<file path="src/include/pkt_filter_pkg.sv">
package pkt_filter_pkg;
    // register indices; byte address is four times the index
    localparam logic [7:0] IDX_PKT_CTRL = 8'h30;
    localparam logic [7:0] IDX_PROTO_CTRL = 8'h3a;
    localparam logic [7:0] IDX_RETX_ACK = 8'h3b;
    localparam logic [7:0] IDX_RX_FULL = 8'h3c;
    localparam logic [7:0] IDX_RX_EMPTY = 8'h3d;
    localparam logic [7:0] IDX_TX_FULL = 8'h3e;
    localparam logic [7:0] IDX_TX_EMPTY = 8'h3f;
    localparam logic [7:0] IDX_FLT_OPT = 8'h40;
    localparam logic [7:0] IDX_SRC_MASK = 8'h41;
    localparam logic [7:0] IDX_GOAL3 = 8'h42;
    localparam logic [7:0] IDX_GOAL2 = 8'h43;
    localparam logic [7:0] IDX_GOAL1 = 8'h44;
    localparam logic [7:0] IDX_GOAL0 = 8'h45;
    localparam logic [7:0] IDX_RXT_CNT = 8'h46;
    localparam logic [7:0] IDX_RXT_PRE = 8'h47;
    localparam logic [7:0] IDX_WU_PRE = 8'h48;
    localparam logic [7:0] IDX_WU_CNT = 8'h49;
    localparam logic [7:0] IDX_WU_RL_PRE = 8'h4a;
    localparam logic [7:0] IDX_WU_RL_CNT = 8'h4b;
    localparam logic [7:0] IDX_SEED_HI = 8'h4c;
    localparam logic [7:0] IDX_SEED_LO = 8'h4d;

    localparam int NUM_REGS = 21;
    localparam int DATA_W = 8;

    // slot of each register in the bank
    localparam int S_PKT_CTRL = 0;
    localparam int S_PROTO_CTRL = 1;
    localparam int S_RETX_ACK = 2;
    localparam int S_RX_FULL = 3;
    localparam int S_RX_EMPTY = 4;
    localparam int S_TX_FULL = 5;
    localparam int S_TX_EMPTY = 6;
    localparam int S_FLT_OPT = 7;
    localparam int S_SRC_MASK = 8;
    localparam int S_GOAL3 = 9;
    localparam int S_GOAL2 = 10;
    localparam int S_GOAL1 = 11;
    localparam int S_GOAL0 = 12;
    localparam int S_RXT_CNT = 13;
    localparam int S_RXT_PRE = 14;
    localparam int S_WU_PRE = 15;
    localparam int S_WU_CNT = 16;
    localparam int S_WU_RL_PRE = 17;
    localparam int S_WU_RL_CNT = 18;
    localparam int S_SEED_HI = 19;
    localparam int S_SEED_LO = 20;

    localparam logic [7:0] REG_IDX [NUM_REGS] = '{
        IDX_PKT_CTRL, IDX_PROTO_CTRL, IDX_RETX_ACK, IDX_RX_FULL, IDX_RX_EMPTY,
        IDX_TX_FULL, IDX_TX_EMPTY, IDX_FLT_OPT, IDX_SRC_MASK, IDX_GOAL3,
        IDX_GOAL2, IDX_GOAL1, IDX_GOAL0, IDX_RXT_CNT, IDX_RXT_PRE, IDX_WU_PRE,
        IDX_WU_CNT, IDX_WU_RL_PRE, IDX_WU_RL_CNT, IDX_SEED_HI, IDX_SEED_LO};
    localparam logic [7:0] REG_RST [NUM_REGS] = '{
        8'h00, 8'h00, 8'h08, 8'h30, 8'h30, 8'h30, 8'h30, 8'h40, 8'h00, 8'h00,
        8'h00, 8'h00, 8'h00, 8'h01, 8'h00, 8'h01, 8'h00, 8'h01, 8'h00, 8'h4c,
        8'h00};
    // writable bits; the rest are reserved and read zero
    localparam logic [7:0] REG_MASK [NUM_REGS] = '{
        8'h02, 8'h41, 8'hfe, 8'h7f, 8'h7f, 8'h7f, 8'h7f, 8'h5f, 8'hff, 8'hff,
        8'hff, 8'hff, 8'hff, 8'hff, 8'hff, 8'hff, 8'hff, 8'hff, 8'hff, 8'h7f,
        8'hff};

    // field positions
    localparam int B_SEC_SYNC = 1;
    localparam int B_AUTO_FLT = 0;
    localparam int B_RELOAD_MODE = 6;
    localparam int B_RETX_HI = 7;
    localparam int B_RETX_LO = 4;
    localparam int B_NACK = 3;
    localparam int B_AUTO_ACK = 2;
    localparam int B_PERSISTENT_RECEIVE = 1;
    localparam int B_TMO_OR = 6;
    localparam int B_SRC_FLT = 4;
    localparam int B_BCAST_FLT = 3;
    localparam int B_MCAST_FLT = 2;
    localparam int B_OWN_FLT = 1;
    localparam int B_CHECKSUM_FILTER_ENABLE = 0;
    localparam int LEVEL_W = 7;
    localparam int SEED_W = 15;

    typedef enum logic [1:0] {
        BUS_IDLE = 2'b00,
        BUS_RD_WAIT = 2'b01,
        BUS_RD_DONE = 2'b11,
        BUS_WR = 2'b10
    } bus_state_t;
endpackage

</file>
<file path="src/hdl/packet_protocol_filter_regs.sv">
// Chosen here: the AHB-Lite interface to the registers.
`timescale 1ns/1ps
module packet_protocol_filter_regs #(
    parameter int ADDR_W = 10
) (
    // clock and reset
    input wire logic sys_clk,
    input wire logic nrst,
    // ahb-lite register bus
    input wire logic hsel,
    input wire logic [ADDR_W-1:0] haddr,
    input wire logic [1:0] htrans,
    input wire logic hwrite,
    input wire logic [2:0] hsize,
    input wire logic [31:0] hwdata,
    input wire logic hready,
    output logic hreadyout,
    output logic hresp,
    output logic [31:0] hrdata,
    // packet engine status in
    input wire logic rxMode,
    input wire logic pktCheck,
    input wire logic [7:0] pktSource,
    input wire logic [7:0] pktDest,
    input wire logic crcOk,
    input wire logic ackRequested,
    // receive timeout sources
    input wire logic carrierSense,
    input wire logic sync_quality_indicator,
    input wire logic preamble_quality_indicator,
    // wake-up timer events
    input wire logic wakeupStart,
    input wire logic wakeupReloadReq,
    // protocol settings out
    output logic [3:0] max_retransmit_count,
    output logic retransmitEnable,
    output logic suppress_ack_request,
    output logic persistent_receive,
    output logic ackReply,
    // fifo levels out
    output logic [6:0] rx_almost_full_level,
    output logic [6:0] rx_almost_empty_level,
    output logic [6:0] tx_almost_full_level,
    output logic [6:0] tx_almost_empty_level,
    // filtering out
    output logic pktAccept,
    output logic pktDecided,
    output logic dualSyncActive,
    output logic [31:0] secondarySyncWord,
    output logic [7:0] txDestAddr,
    output logic [7:0] txSourceAddr,
    // timers out
    output logic rxTimeoutStop,
    output logic [7:0] rx_timeout_count,
    output logic [7:0] rx_timeout_prescale,
    output logic wakeupLoad,
    output logic [7:0] wakeupLoadPrescale,
    output logic [7:0] wakeupLoadCount,
    // back-off seed out
    output logic [14:0] backoff_random_seed
);
    logic [7:0] regVal [pkt_filter_pkg::NUM_REGS];
    logic regWr;
    logic [7:0] regIdx;
    logic [7:0] regWrData;
    logic [7:0] rdData;

    // decoded configuration
    logic secSyncSel;
    logic autoFilter;
    logic reloadMode;
    logic autoAck;
    logic tmoOrSel;
    logic srcFltEn;
    logic bcastFltEn;
    logic mcastFltEn;
    logic ownFltEn;
    logic crcFltEn;
    logic [7:0] srcMask;
    logic [7:0] goal3;
    logic [7:0] goal2;
    logic [7:0] goal1;
    logic [7:0] goal0;

    // filter decision terms
    logic dualSync;
    logic srcOk;
    logic anyDestEn;
    logic destHit;
    logic crcPass;
    logic accept;
    logic timeoutStop;

    // registered outputs
    logic ackReply_ff;
    logic pktAccept_ff;
    logic pktDecided_ff;
    logic dualSync_ff;
    logic [31:0] syncWord_ff;
    logic [7:0] txDest_ff;
    logic [7:0] txSrc_ff;
    logic rxTimeoutStop_ff;
    logic wakeupLoad_ff;
    logic [7:0] wuPre_ff;
    logic [7:0] wuCnt_ff;

    if (ADDR_W < 10) begin : g_addr_check
        $error("packet_protocol_filter_regs: ADDR_W below 10");
    end

    ahb_reg_slave #(
        .ADDR_W(ADDR_W)
    ) u_ahb_reg_slave (
        .sys_clk(sys_clk),
        .nrst(nrst),
        .hsel(hsel),
        .haddr(haddr),
        .htrans(htrans),
        .hwrite(hwrite),
        .hsize(hsize),
        .hwdata(hwdata),
        .hready(hready),
        .hreadyout(hreadyout),
        .hresp(hresp),
        .hrdata(hrdata),
        .wrEn(regWr),
        .regIdx(regIdx),
        .wrData(regWrData),
        .rdData(rdData)
    );

    // one storage cell per register; writes to unmapped indices fall through
    genvar gi;
    generate
        for (gi = 0; gi < pkt_filter_pkg::NUM_REGS; gi++) begin : g_reg
            cfg_reg #(
                .WIDTH(pkt_filter_pkg::DATA_W),
                .RST(pkt_filter_pkg::REG_RST[gi]),
                .MASK(pkt_filter_pkg::REG_MASK[gi])
            ) u_cfg_reg (
                .sys_clk(sys_clk),
                .nrst(nrst),
                .wrEn(regWr && (regIdx == pkt_filter_pkg::REG_IDX[gi])),
                .wrData(regWrData),
                .value(regVal[gi])
            );
        end
    endgenerate

    // unmapped indices read zero
    always_comb begin
        rdData = 8'h00;
        for (int i = 0; i < pkt_filter_pkg::NUM_REGS; i++) begin
            if (regIdx == pkt_filter_pkg::REG_IDX[i]) begin
                rdData = regVal[i];
            end
        end
    end

    // field decode
    assign secSyncSel = regVal[pkt_filter_pkg::S_PKT_CTRL][pkt_filter_pkg::B_SEC_SYNC];
    assign autoFilter = regVal[pkt_filter_pkg::S_PROTO_CTRL][pkt_filter_pkg::B_AUTO_FLT];
    assign reloadMode = regVal[pkt_filter_pkg::S_PROTO_CTRL][pkt_filter_pkg::B_RELOAD_MODE];
    assign autoAck = regVal[pkt_filter_pkg::S_RETX_ACK][pkt_filter_pkg::B_AUTO_ACK];
    assign tmoOrSel = regVal[pkt_filter_pkg::S_FLT_OPT][pkt_filter_pkg::B_TMO_OR];
    assign srcFltEn = regVal[pkt_filter_pkg::S_FLT_OPT][pkt_filter_pkg::B_SRC_FLT];
    assign bcastFltEn = regVal[pkt_filter_pkg::S_FLT_OPT][pkt_filter_pkg::B_BCAST_FLT];
    assign mcastFltEn = regVal[pkt_filter_pkg::S_FLT_OPT][pkt_filter_pkg::B_MCAST_FLT];
    assign ownFltEn = regVal[pkt_filter_pkg::S_FLT_OPT][pkt_filter_pkg::B_OWN_FLT];
    assign crcFltEn = regVal[pkt_filter_pkg::S_FLT_OPT][pkt_filter_pkg::B_CHECKSUM_FILTER_ENABLE];
    assign srcMask = regVal[pkt_filter_pkg::S_SRC_MASK];
    assign goal3 = regVal[pkt_filter_pkg::S_GOAL3];
    assign goal2 = regVal[pkt_filter_pkg::S_GOAL2];
    assign goal1 = regVal[pkt_filter_pkg::S_GOAL1];
    assign goal0 = regVal[pkt_filter_pkg::S_GOAL0];

    // protocol controls
    assign max_retransmit_count =
        regVal[pkt_filter_pkg::S_RETX_ACK][pkt_filter_pkg::B_RETX_HI:pkt_filter_pkg::B_RETX_LO];
    assign retransmitEnable = (max_retransmit_count != 4'h0);
    assign suppress_ack_request =
        regVal[pkt_filter_pkg::S_RETX_ACK][pkt_filter_pkg::B_NACK];
    assign persistent_receive =
        regVal[pkt_filter_pkg::S_RETX_ACK][pkt_filter_pkg::B_PERSISTENT_RECEIVE];

    // fifo thresholds
    assign rx_almost_full_level =
        regVal[pkt_filter_pkg::S_RX_FULL][pkt_filter_pkg::LEVEL_W-1:0];
    assign rx_almost_empty_level =
        regVal[pkt_filter_pkg::S_RX_EMPTY][pkt_filter_pkg::LEVEL_W-1:0];
    assign tx_almost_full_level =
        regVal[pkt_filter_pkg::S_TX_FULL][pkt_filter_pkg::LEVEL_W-1:0];
    assign tx_almost_empty_level =
        regVal[pkt_filter_pkg::S_TX_EMPTY][pkt_filter_pkg::LEVEL_W-1:0];

    // timer settings pass straight through
    assign rx_timeout_count = regVal[pkt_filter_pkg::S_RXT_CNT];
    assign rx_timeout_prescale = regVal[pkt_filter_pkg::S_RXT_PRE];
    assign backoff_random_seed = {regVal[pkt_filter_pkg::S_SEED_HI][6:0],
        regVal[pkt_filter_pkg::S_SEED_LO]};

    // dual sync only while receiving; in transmit the select picks a sync word elsewhere
    assign dualSync = secSyncSel && rxMode;

    // source compare ignores bits the mask clears
    assign srcOk = !srcFltEn || (((pktSource ^ goal3) & srcMask) == 8'h00);

    // destination filters are alternatives; any enabled match accepts
    assign anyDestEn = bcastFltEn || mcastFltEn || ownFltEn;
    always_comb begin
        destHit = 1'b0;
        if (bcastFltEn && pktDest == goal2) begin
            destHit = 1'b1;
        end
        if (mcastFltEn && pktDest == goal1) begin
            destHit = 1'b1;
        end
        if (ownFltEn && pktDest == goal0) begin
            destHit = 1'b1;
        end
    end

    assign crcPass = !crcFltEn || crcOk;

    // address bytes are sync bytes in dual sync mode, so address checks stand down
    always_comb begin
        accept = 1'b1;
        if (autoFilter) begin
            accept = crcPass;
            if (!dualSync) begin
                accept = crcPass && srcOk && (!anyDestEn || destHit);
            end
        end
    end

    assign timeoutStop = tmoOrSel ?
        (carrierSense || sync_quality_indicator || preamble_quality_indicator) :
        (carrierSense && sync_quality_indicator && preamble_quality_indicator);

    // filter verdict, one pulse per checked packet
    always_ff @(posedge sys_clk or negedge nrst) begin
        if (!nrst) begin
            pktAccept_ff <= 1'b0;
            pktDecided_ff <= 1'b0;
        end else begin
            pktDecided_ff <= pktCheck;
            if (pktCheck) begin
                pktAccept_ff <= accept;
            end
        end
    end

    // ack answer only for packets that asked and survived filtering
    always_ff @(posedge sys_clk or negedge nrst) begin
        if (!nrst) begin
            ackReply_ff <= 1'b0;
        end else begin
            ackReply_ff <= pktCheck && ackRequested && autoAck && accept;
        end
    end

    // goal bytes as addresses or secondary sync word
    always_ff @(posedge sys_clk or negedge nrst) begin
        if (!nrst) begin
            dualSync_ff <= 1'b0;
            syncWord_ff <= 32'h0000_0000;
            txDest_ff <= 8'h00;
            txSrc_ff <= 8'h00;
        end else begin
            dualSync_ff <= dualSync;
            syncWord_ff <= dualSync ? {goal3, goal2, goal1, goal0} : 32'h0000_0000;
            txDest_ff <= goal3;
            txSrc_ff <= goal0;
        end
    end

    always_ff @(posedge sys_clk or negedge nrst) begin
        if (!nrst) begin
            rxTimeoutStop_ff <= 1'b0;
        end else begin
            rxTimeoutStop_ff <= timeoutStop;
        end
    end

    // start loads the timer pair unless a reload in reload mode comes in the same cycle and wins; a reload event outside reload mode is dropped
    always_ff @(posedge sys_clk or negedge nrst) begin
        if (!nrst) begin
            wakeupLoad_ff <= 1'b0;
            wuPre_ff <= 8'h00;
            wuCnt_ff <= 8'h00;
        end else begin
            wakeupLoad_ff <= 1'b0;
            if (wakeupReloadReq && reloadMode) begin
                wakeupLoad_ff <= 1'b1;
                wuPre_ff <= regVal[pkt_filter_pkg::S_WU_RL_PRE];
                wuCnt_ff <= regVal[pkt_filter_pkg::S_WU_RL_CNT];
            end else if (wakeupStart) begin
                wakeupLoad_ff <= 1'b1;
                wuPre_ff <= regVal[pkt_filter_pkg::S_WU_PRE];
                wuCnt_ff <= regVal[pkt_filter_pkg::S_WU_CNT];
            end
        end
    end

    assign ackReply = ackReply_ff;
    assign pktAccept = pktAccept_ff;
    assign pktDecided = pktDecided_ff;
    assign dualSyncActive = dualSync_ff;
    assign secondarySyncWord = syncWord_ff;
    assign txDestAddr = txDest_ff;
    assign txSourceAddr = txSrc_ff;
    assign rxTimeoutStop = rxTimeoutStop_ff;
    assign wakeupLoad = wakeupLoad_ff;
    assign wakeupLoadPrescale = wuPre_ff;
    assign wakeupLoadCount = wuCnt_ff;
endmodule

</file>
<file path="src/hdl/cfg_reg.sv">
`timescale 1ns/1ps
module cfg_reg #(
    parameter int WIDTH = 8,
    parameter logic [WIDTH-1:0] RST = '0,
    parameter logic [WIDTH-1:0] MASK = '1
) (
    // clock and reset
    input wire logic sys_clk,
    input wire logic nrst,
    // write port
    input wire logic wrEn,
    input wire logic [WIDTH-1:0] wrData,
    // stored value, reserved bits zero
    output logic [WIDTH-1:0] value
);
    logic [WIDTH-1:0] value_ff;

    always_ff @(posedge sys_clk or negedge nrst) begin
        if (!nrst) begin
            value_ff <= RST & MASK;
        end else if (wrEn) begin
            value_ff <= wrData & MASK;
        end
    end

    assign value = value_ff;
endmodule

</file>
<file path="src/hdl/ahb_reg_slave.sv">
`timescale 1ns/1ps
module ahb_reg_slave #(
    parameter int ADDR_W = 10
) (
    // clock and reset
    input wire logic sys_clk,
    input wire logic nrst,
    // ahb-lite
    input wire logic hsel,
    input wire logic [ADDR_W-1:0] haddr,
    input wire logic [1:0] htrans,
    input wire logic hwrite,
    input wire logic [2:0] hsize,
    input wire logic [31:0] hwdata,
    input wire logic hready,
    output logic hreadyout,
    output logic hresp,
    output logic [31:0] hrdata,
    // register side
    output logic wrEn,
    output logic [7:0] regIdx,
    output logic [7:0] wrData,
    input wire logic [7:0] rdData
);
    pkt_filter_pkg::bus_state_t state_ff;
    pkt_filter_pkg::bus_state_t nxt_state;
    logic [7:0] idx_ff;
    logic [31:0] hrdata_ff;
    logic take;

    if (ADDR_W < 10) begin : g_addr_check
        $error("ahb_reg_slave: ADDR_W below 10");
    end

    // only word transfers are defined; other sizes are served as words
    assign take = hsel && hready && htrans[1];

    always_comb begin
        nxt_state = pkt_filter_pkg::BUS_IDLE;
        if (state_ff == pkt_filter_pkg::BUS_RD_WAIT) begin
            nxt_state = pkt_filter_pkg::BUS_RD_DONE;
        end else if (take) begin
            nxt_state = hwrite ? pkt_filter_pkg::BUS_WR : pkt_filter_pkg::BUS_RD_WAIT;
        end
    end

    always_ff @(posedge sys_clk or negedge nrst) begin
        if (!nrst) begin
            state_ff <= pkt_filter_pkg::BUS_IDLE;
        end else begin
            state_ff <= nxt_state;
        end
    end

    always_ff @(posedge sys_clk or negedge nrst) begin
        if (!nrst) begin
            idx_ff <= 8'h00;
        end else if (take && state_ff != pkt_filter_pkg::BUS_RD_WAIT) begin
            idx_ff <= haddr[9:2];
        end
    end

    // one wait state on reads so read data leaves a flip-flop
    always_ff @(posedge sys_clk or negedge nrst) begin
        if (!nrst) begin
            hrdata_ff <= 32'h0000_0000;
        end else if (state_ff == pkt_filter_pkg::BUS_RD_WAIT) begin
            hrdata_ff <= {24'h00_0000, rdData};
        end
    end

    assign hreadyout = (state_ff != pkt_filter_pkg::BUS_RD_WAIT);
    assign hresp = 1'b0;
    assign hrdata = hrdata_ff;
    assign wrEn = (state_ff == pkt_filter_pkg::BUS_WR);
    assign regIdx = idx_ff;
    assign wrData = hwdata[7:0];
endmodule

</file>
<file path="config.mk">
export PLATFORM = sky130hd
export DESIGN_NAME = packet_protocol_filter_regs
export DESIGN_NICKNAME = d
export VERILOG_FILES = /design/src/include/pkt_filter_pkg.sv /design/src/hdl/packet_protocol_filter_regs.sv /design/src/hdl/cfg_reg.sv /design/src/hdl/ahb_reg_slave.sv
export SDC_FILE = /design/constraint.sdc
export NUM_CORES = 1
export LEC_CHECK = 0
export BUFFER_PORTS_ARGS = -buffer_cell sky130_fd_sc_hd__clkbuf_2
export CORE_ASPECT_RATIO = 0.6
export CORE_MARGIN = 2
export CORE_UTILIZATION = 55
export CTS_BUF_LIST = sky130_fd_sc_hd__clkbuf_2 sky130_fd_sc_hd__clkbuf_4 sky130_fd_sc_hd__clkbuf_8
export DETAILED_ROUTE_END_ITERATION = 16
export PLACE_DENSITY_LB_ADDON = 0.25
export REMOVE_ABC_BUFFERS = 1
export SKIP_CTS_REPAIR_TIMING = 1
export SKIP_LAST_GASP = 1
export SYNTH_ARGS = -nofsm -noshare
export SYNTH_HDL_FRONTEND = slang
export SYNTH_SLANG_ARGS = --single-unit
</file>
<file path="constraint.sdc">
create_clock -name sys_clk -period 2.8 [get_ports sys_clk]
set_input_delay 0.28 -clock sys_clk [delete_from_list [all_inputs] [get_ports sys_clk]]
set_output_delay 0.28 -clock sys_clk [all_outputs]
set_load 0.005 [all_outputs]
</file>
## After elaboration in Yosys (flattened, before gate mapping)

Index checks and enable logic that the tools add are counted.

- Flip-flop bits (word level): 235
- Input bits: 77
- Output and inout bits: 170
- Logic and storage cells: 150

- Equal/unequal tests: 27
- Muxes and demuxes: 37
- Bitwise operators: 2
- Reductions and logical operators: 49

Operators with widths:

| cell | count |
|---|---|
| 8-bit two-way mux | 23 |
| 8-bit by 7-bit == test with 1-bit output (second input constant) | 14 |
| 8-bit by 6-bit == test with 1-bit output (second input constant) | 7 |
| 1-bit logical AND | 36 |
| 32-bit two-way mux | 1 |
| 8-bit == test | 3 |
| 8-bit AND | 1 |
| 8-bit zero test | 1 |
| 1-bit two-way mux | 8 |
| 2-bit two-way mux | 4 |
| 8-bit XOR | 1 |
| 1-bit logical OR | 7 |
| 7-bit two-way mux | 1 |
| 4-bit nonzero test | 1 |
| 1-bit zero test | 3 |
| 2-bit by 1-bit == test with 1-bit output (second input constant) | 1 |
| 2-bit == test (second input constant) | 1 |
| 2-bit by 1-bit inequality test with 1-bit output (second input constant) | 1 |
| 2-bit nonzero test | 1 |

## Longest topological paths before layout

- Depth after elaboration: 22
- Mapped depth: 10
- Depth with buffers taken out: 7

## Hierarchy

A second synthesis with hierarchy kept.

- Cell total of the unflattened synthesis: 1035
- Area, all modules: 12364.4 um^2

By module, submodules not included:

| module | times used | cells each | area each (um^2) |
|---|---|---|---|
| packet_protocol_filter_regs | 1 | 598 | 5097.4 |
| cfg_reg (g_reg[10].u_cfg_reg ...) | 9 | 17 | 331.6 |
| cfg_reg (g_reg[3].u_cfg_reg ...) | 4 | 17 | 305.3 |
| cfg_reg (g_reg[13].u_cfg_reg ...) | 3 | 17 | 332.8 |
| ahb_reg_slave | 1 | 94 | 963.4 |
| cfg_reg (g_reg[19].u_cfg_reg) | 1 | 17 | 306.5 |
| cfg_reg (g_reg[2].u_cfg_reg) | 1 | 17 | 304.0 |
| cfg_reg (g_reg[7].u_cfg_reg) | 1 | 16 | 271.5 |
| cfg_reg (g_reg[1].u_cfg_reg) | 1 | 11 | 121.4 |
| cfg_reg (g_reg[0].u_cfg_reg) | 1 | 10 | 96.3 |

## Worst setup path before layout

Ideal clock, no wire load.

- Path kind: register to register
- Start: reg u_ahb_reg_slave.idx_ff[7] (netlist: u_ahb_reg_slave.regIdx[7])
- End: reg g_reg[11].u_cfg_reg.value_ff[0]
- Arrival time: 1931 ps
- Required time: 2672 ps
- Path slack: 741 ps
- Cell stages (with the launch flop): 6
- Clock period less this slack: 2059 ps
- Cell sequence: dfrtp_1 > or4b_4 > nor3b_4 > buf_4 > nand3_4 > mux2_1

- Word-level cells in the longest chain between the ends: 2

RTL lines:

| element | line | text |
|---|---|---|
| start: declaration | ahb_reg_slave.sv:27 | `logic [7:0] idx_ff;` |
| start signal: assignment | ahb_reg_slave.sv:59 | `idx_ff <= haddr[9:2];` |
| 8-bit by 7-bit == test with 1-bit output | packet_protocol_filter_regs.sv:143 | `.wrEn(regWr && (regIdx == pkt_filter_pkg::REG_IDX[gi])),` |
| 1-bit logical AND | packet_protocol_filter_regs.sv:143 |  |
| end signal: assignment | cfg_reg.sv:20 | `value_ff <= RST & MASK;` |
| end signal: assignment | cfg_reg.sv:22 | `value_ff <= wrData & MASK;` |
| end: declaration | cfg_reg.sv:16 | `logic [WIDTH-1:0] value_ff;` |

No other way between the ends.
A chain may end at the register's enable or synchronous reset.

## Worst setup path after layout

- Start: reg u_ahb_reg_slave.idx_ff[2] (netlist: u_ahb_reg_slave.regIdx[2])
- End: reg u_ahb_reg_slave.hrdata_ff[0] (netlist: u_ahb_reg_slave.hrdata[0])

- Word-level cells in the longest chain between the ends: 21
- Elaborated cells between the ends (all ways): 40

RTL lines:

| element | line | text |
|---|---|---|
| 8-bit by 6-bit == test with 1-bit output | packet_protocol_filter_regs.sv:154 | `if (regIdx == pkt_filter_pkg::REG_IDX[i]) begin` |
| 7-bit two-way mux | packet_protocol_filter_regs.sv:154 |  |
| 8-bit two-way mux (18 in series) | packet_protocol_filter_regs.sv:154 |  |
| 8-bit two-way mux * | packet_protocol_filter_regs.sv:154 |  |
| end signal: assignment | ahb_reg_slave.sv:68 | `hrdata_ff <= {24'h00_0000, rdData};` |
| end: declaration | ahb_reg_slave.sv:28 | `logic [31:0] hrdata_ff;` |

Mark *: on every way between the ends. The rest lies on a longest branch, timed or not.

==> summary.md <==
| Metric | Value |
|---|---|
| Setup crit start kind | `flip-flop` |
| Slew Viols, Final | `0` |
| CTS root buffer | `clkbuf_8` |
| Width of the die | `186.2 um` |
| Vias | `8352` |
| Drt total wl | `31050 um` |
| Core ar. | `19270 um^2` |
| Vias in the first global route | `8091` |
| IO Port Bufs | `191` |
| Setup CP Type | `reg2reg` |
| Worst-skew pair later-pin latency | `0.53 ns` |
| Yosys top cell by area | `dfrtp_1` |
| Final setup viols | `0` |
| Max clock buf depth | `3` |
| Period utilisation layout | `0.8697` |
| Cell Chain, Critical Path | `nor2b_1 > a22oi_1 > o21ai_0 > a221oi_1 > or4_1 > o211ai_1` |
| Most used DFF post-synth | `dfrtp_1` |
| DRC Markers | `0` |
| First-pass DRT Iterations | `5` |
| Max Cap Viol | `0` |
| Sequential area share after synthesis | `0.5389` |
| Pwr per Cell Area | `689.8 nW/um^2` |
| Clk sink count | `235` |
| Synth Area in Compound Gates | `0.08353` |
| Distinct cells, synth | `62` |
| HPWL Detailed | `21840 um` |
| Async SR Flop Fraction | `1.000` |
| Overall Global Routing Usage | `0.2988` |
| Worst setup EP type | `flip-flop` |
| VDD IR max | `387.3 uV` |
| Total CTS buffers | `35` |
| Design Power | `8979 uW` |
| Final #Nets | `1189` |
| Die H | `113.3 um` |
| CTS tree | `yes` |
| Layout fillers | `1537` |
| CP max stage cell | `dfrtp_1` |
| Rows | `39` |
| Post-Synth Adder-Cell Area | `0` |
| Final Hold Violating Endpoints | `1` |
| Worst-Margin Slew | `0.6942 ns` |
| Vias/cell | `5.953` |
| Max Fclk | `0.4107 GHz` |
| Simple-gate area share of the yosys netlist | `0.1079` |
| Global placer's final weighted congestion | `0.8998` |
| Antenna-violating nets left | `0` |
| Final cell utilization of the core | `0.6753` |
| Drt wl/cell | `22.13 um` |
| GRT Residual Overflow | `0` |
| Yosys top cell area share | `0.5005` |
| Clk_skew | `0.03160 ns` |
| Setup TNS Final | `0 ns` |
| Critical path peak fanout | `16` |
| Yosys reg bits | `235` |
| Ranking of synthesized cells by area | `dfrtp_1 50%, mux2_2 15%, dfstp_2 3.8%` |
| Post-synthesis cell area | `10950 um^2` |
| Warnings, synthesis | `0` |
| Largest family of logic cells by synthesized area | `multiplexers` |
| Number of DRC markers in iteration 0 | `826` |
| Reg2reg setup slack | `0.36 ns` |
| Mapped Cells | `902` |
| Outcome | `finished, violations left` |
| Largest net degree at the start of global routing | `72` |
| I/O pin count | `247` |
| CP Data Required Time | `3.24 ns` |
| # H-tree levels | `2` |
| Reg clk slew, reported paths | `0.06 ns` |
| RSZ-0062 raised after global routing | `no` |
| Synth Area in XOR/XNOR | `0.02560` |
| Failing checks | `hold timing` |
| Multiplexer share of the synthesized area | `0.1999` |
| Arrival @ worst endpoint | `2.88 ns` |
| Post-synth EDFFs | `0` |
| Initial antenna violation count | `1` |
| Leakage Power | `0.006158 uW` |
| Initial Utilization | `0.5681` |
| Post-route minimum period | `2.435 ns` |
| Layout cells sized above 1 | `0.4164` |
| P&R area growth vs syn | `18.88%` |
| First-pass GRT wire length | `47250 um` |
| Avg Synthesized Cell Area | `12.14 um^2` |
| Worst slew margin | `0.5347` |
| Worst hold path class | `in2reg` |
| Slowest stage delay, CP | `0.66 ns` |
| Die footprint | `21090 um^2` |
| WHS | `-0.003321 ns` |
layer usage:
layer / wire, um / share of wire / track usage / up-vias
li1: - / - / - / 3650
met1: 14040 / 0.45 / 0.4588 / 4215
met2: 13020 / 0.42 / 0.4141 / 425
met3: 3355 / 0.11 / 0.08626 / 62
met4: 638 / 0.021 / 0.07822 / 0
met5: 0 / 0 / 0 / -
power by group:
group / total (uW) / switching (uW) / internal [uW]
clock network: 2930 / 1350 / 1580
registers: 4110 / 380 / 3730
logic: 1940 / 1090 / 850
cells in the mapped netlist, drive strengths merged (20+ instances only):
master	count
buf	52
nand3	20
nor2	33
and3	32
o21ai	49
xor2	25
dfrtp	219
nand2	52
mux2i	24
clkbuf	31
mux2	163
per-stage QoR:
step / cells / setup WS [ns] / area, um^2
2_1_floorplan: 843 / -0.3122 / 10600
3_3_place_gp: 1337 / 0.4281 / 12250
3_5_place_dp: 1337 / 0.3620 / 12250
4_1_cts: 1398 / 0.3993 / 12970
5_1_grt: 1402 / 0.1559 / 13010
6_report: 1403 / 0.3649 / 13020
path summary, 6_finish.rpt:
| kind | from | end | cells after the start |
|---|---|---|---|
| max | u_ahb_reg_slave.regIdx[2] | u_ahb_reg_slave.hrdata[0] | 6 |
| min | haddr[3] | u_ahb_reg_slave.regIdx[1] | 3 |
| max reg2reg | u_ahb_reg_slave.regIdx[2] | u_ahb_reg_slave.hrdata[0] | 6 |
| min reg2reg | g_reg[9].u_cfg_reg.value[3] | txDestAddr[3] | 0 |
| max in group asynchronous | nrst | wakeupLoadCount[2] | 3 |
| min in group asynchronous | nrst | secondarySyncWord[11] | 2 |
critical path, delay by kind of cell, from the launching register on:
kind               cells  cell delay [ns]
AOI/OAI and AO/OA      4             0.74
DFF                    1             0.66
and+or+nand+nor        2             0.98
area by class of cell:
class,instances,area [um^2],area share
inverters,10,37.54,0.002884
clock buffers,51,645.6,0.04960
multi-input cells,598,4658,0.3579
diodes,1,2.502,0.0001923
flip-flops and latches,235,5903,0.4535
clock inverters,10,77.57,0.005960
well taps,266,332.8,0.02557
repair buffers,232,1359,0.1044
cells by family after synthesis:
| kind of cell | Yosys count |
|---|---|
| AOI/OAI and AO/OA | 143 |
| xor gates and xnor gates | 32 |
| buffers and inverters | 93 |
| DFF | 235 |
| muxes | 192 |
| other | 1 |
| and+or+nand+nor | 206 |
state kept, by name (all words and copies together) (netlist names):
register                  cells
u_ahb_reg_slave.regIdx        8
txDestAddr                    8
wakeupLoadCount               8
secondarySyncWord            32
ackReply                      1
txSourceAddr                  8
u_ahb_reg_slave.state_ff      2
pktAccept                     1
u_ahb_reg_slave.hrdata        8
wakeupLoadPrescale            8
dualSyncActive                1
pktDecided                    1
rxTimeoutStop                 1
g.u_cfg_reg.value           147
wakeupLoad                    1
layout by cell type, fill, tap and decap left out, drive strengths merged, types with 4 or more instances in the layout:
cell / Yosys / routed
xor2: 25 / 25
a21oi: 16 / 16
o22ai: 17 / 17
mux2: 163 / 163
nand2: 52 / 52
xnor2: 7 / 7
and3: 32 / 32
nand3: 20 / 20
dfrtp: 219 / 219
o21ai: 49 / 49
clkbuf: 31 / 241
dlygate4sd3: 0 / 4
nor2: 33 / 33
and2: 5 / 5
nand4: 8 / 8
buf: 52 / 38
inv: 10 / 10
a31oi: 12 / 12
a22o: 5 / 5
nor4: 4 / 4
a22oi: 7 / 7
nand2b: 5 / 5
mux2i: 24 / 24
clkinv: 0 / 8
o211ai: 5 / 5
o221ai: 5 / 5
a211oi: 6 / 6
dfstp: 16 / 16
mux4: 5 / 5
nor2b: 15 / 15
conb: 1 / 25
nor3: 17 / 17
Note: power is estimated with default switching activity, not from simulation.
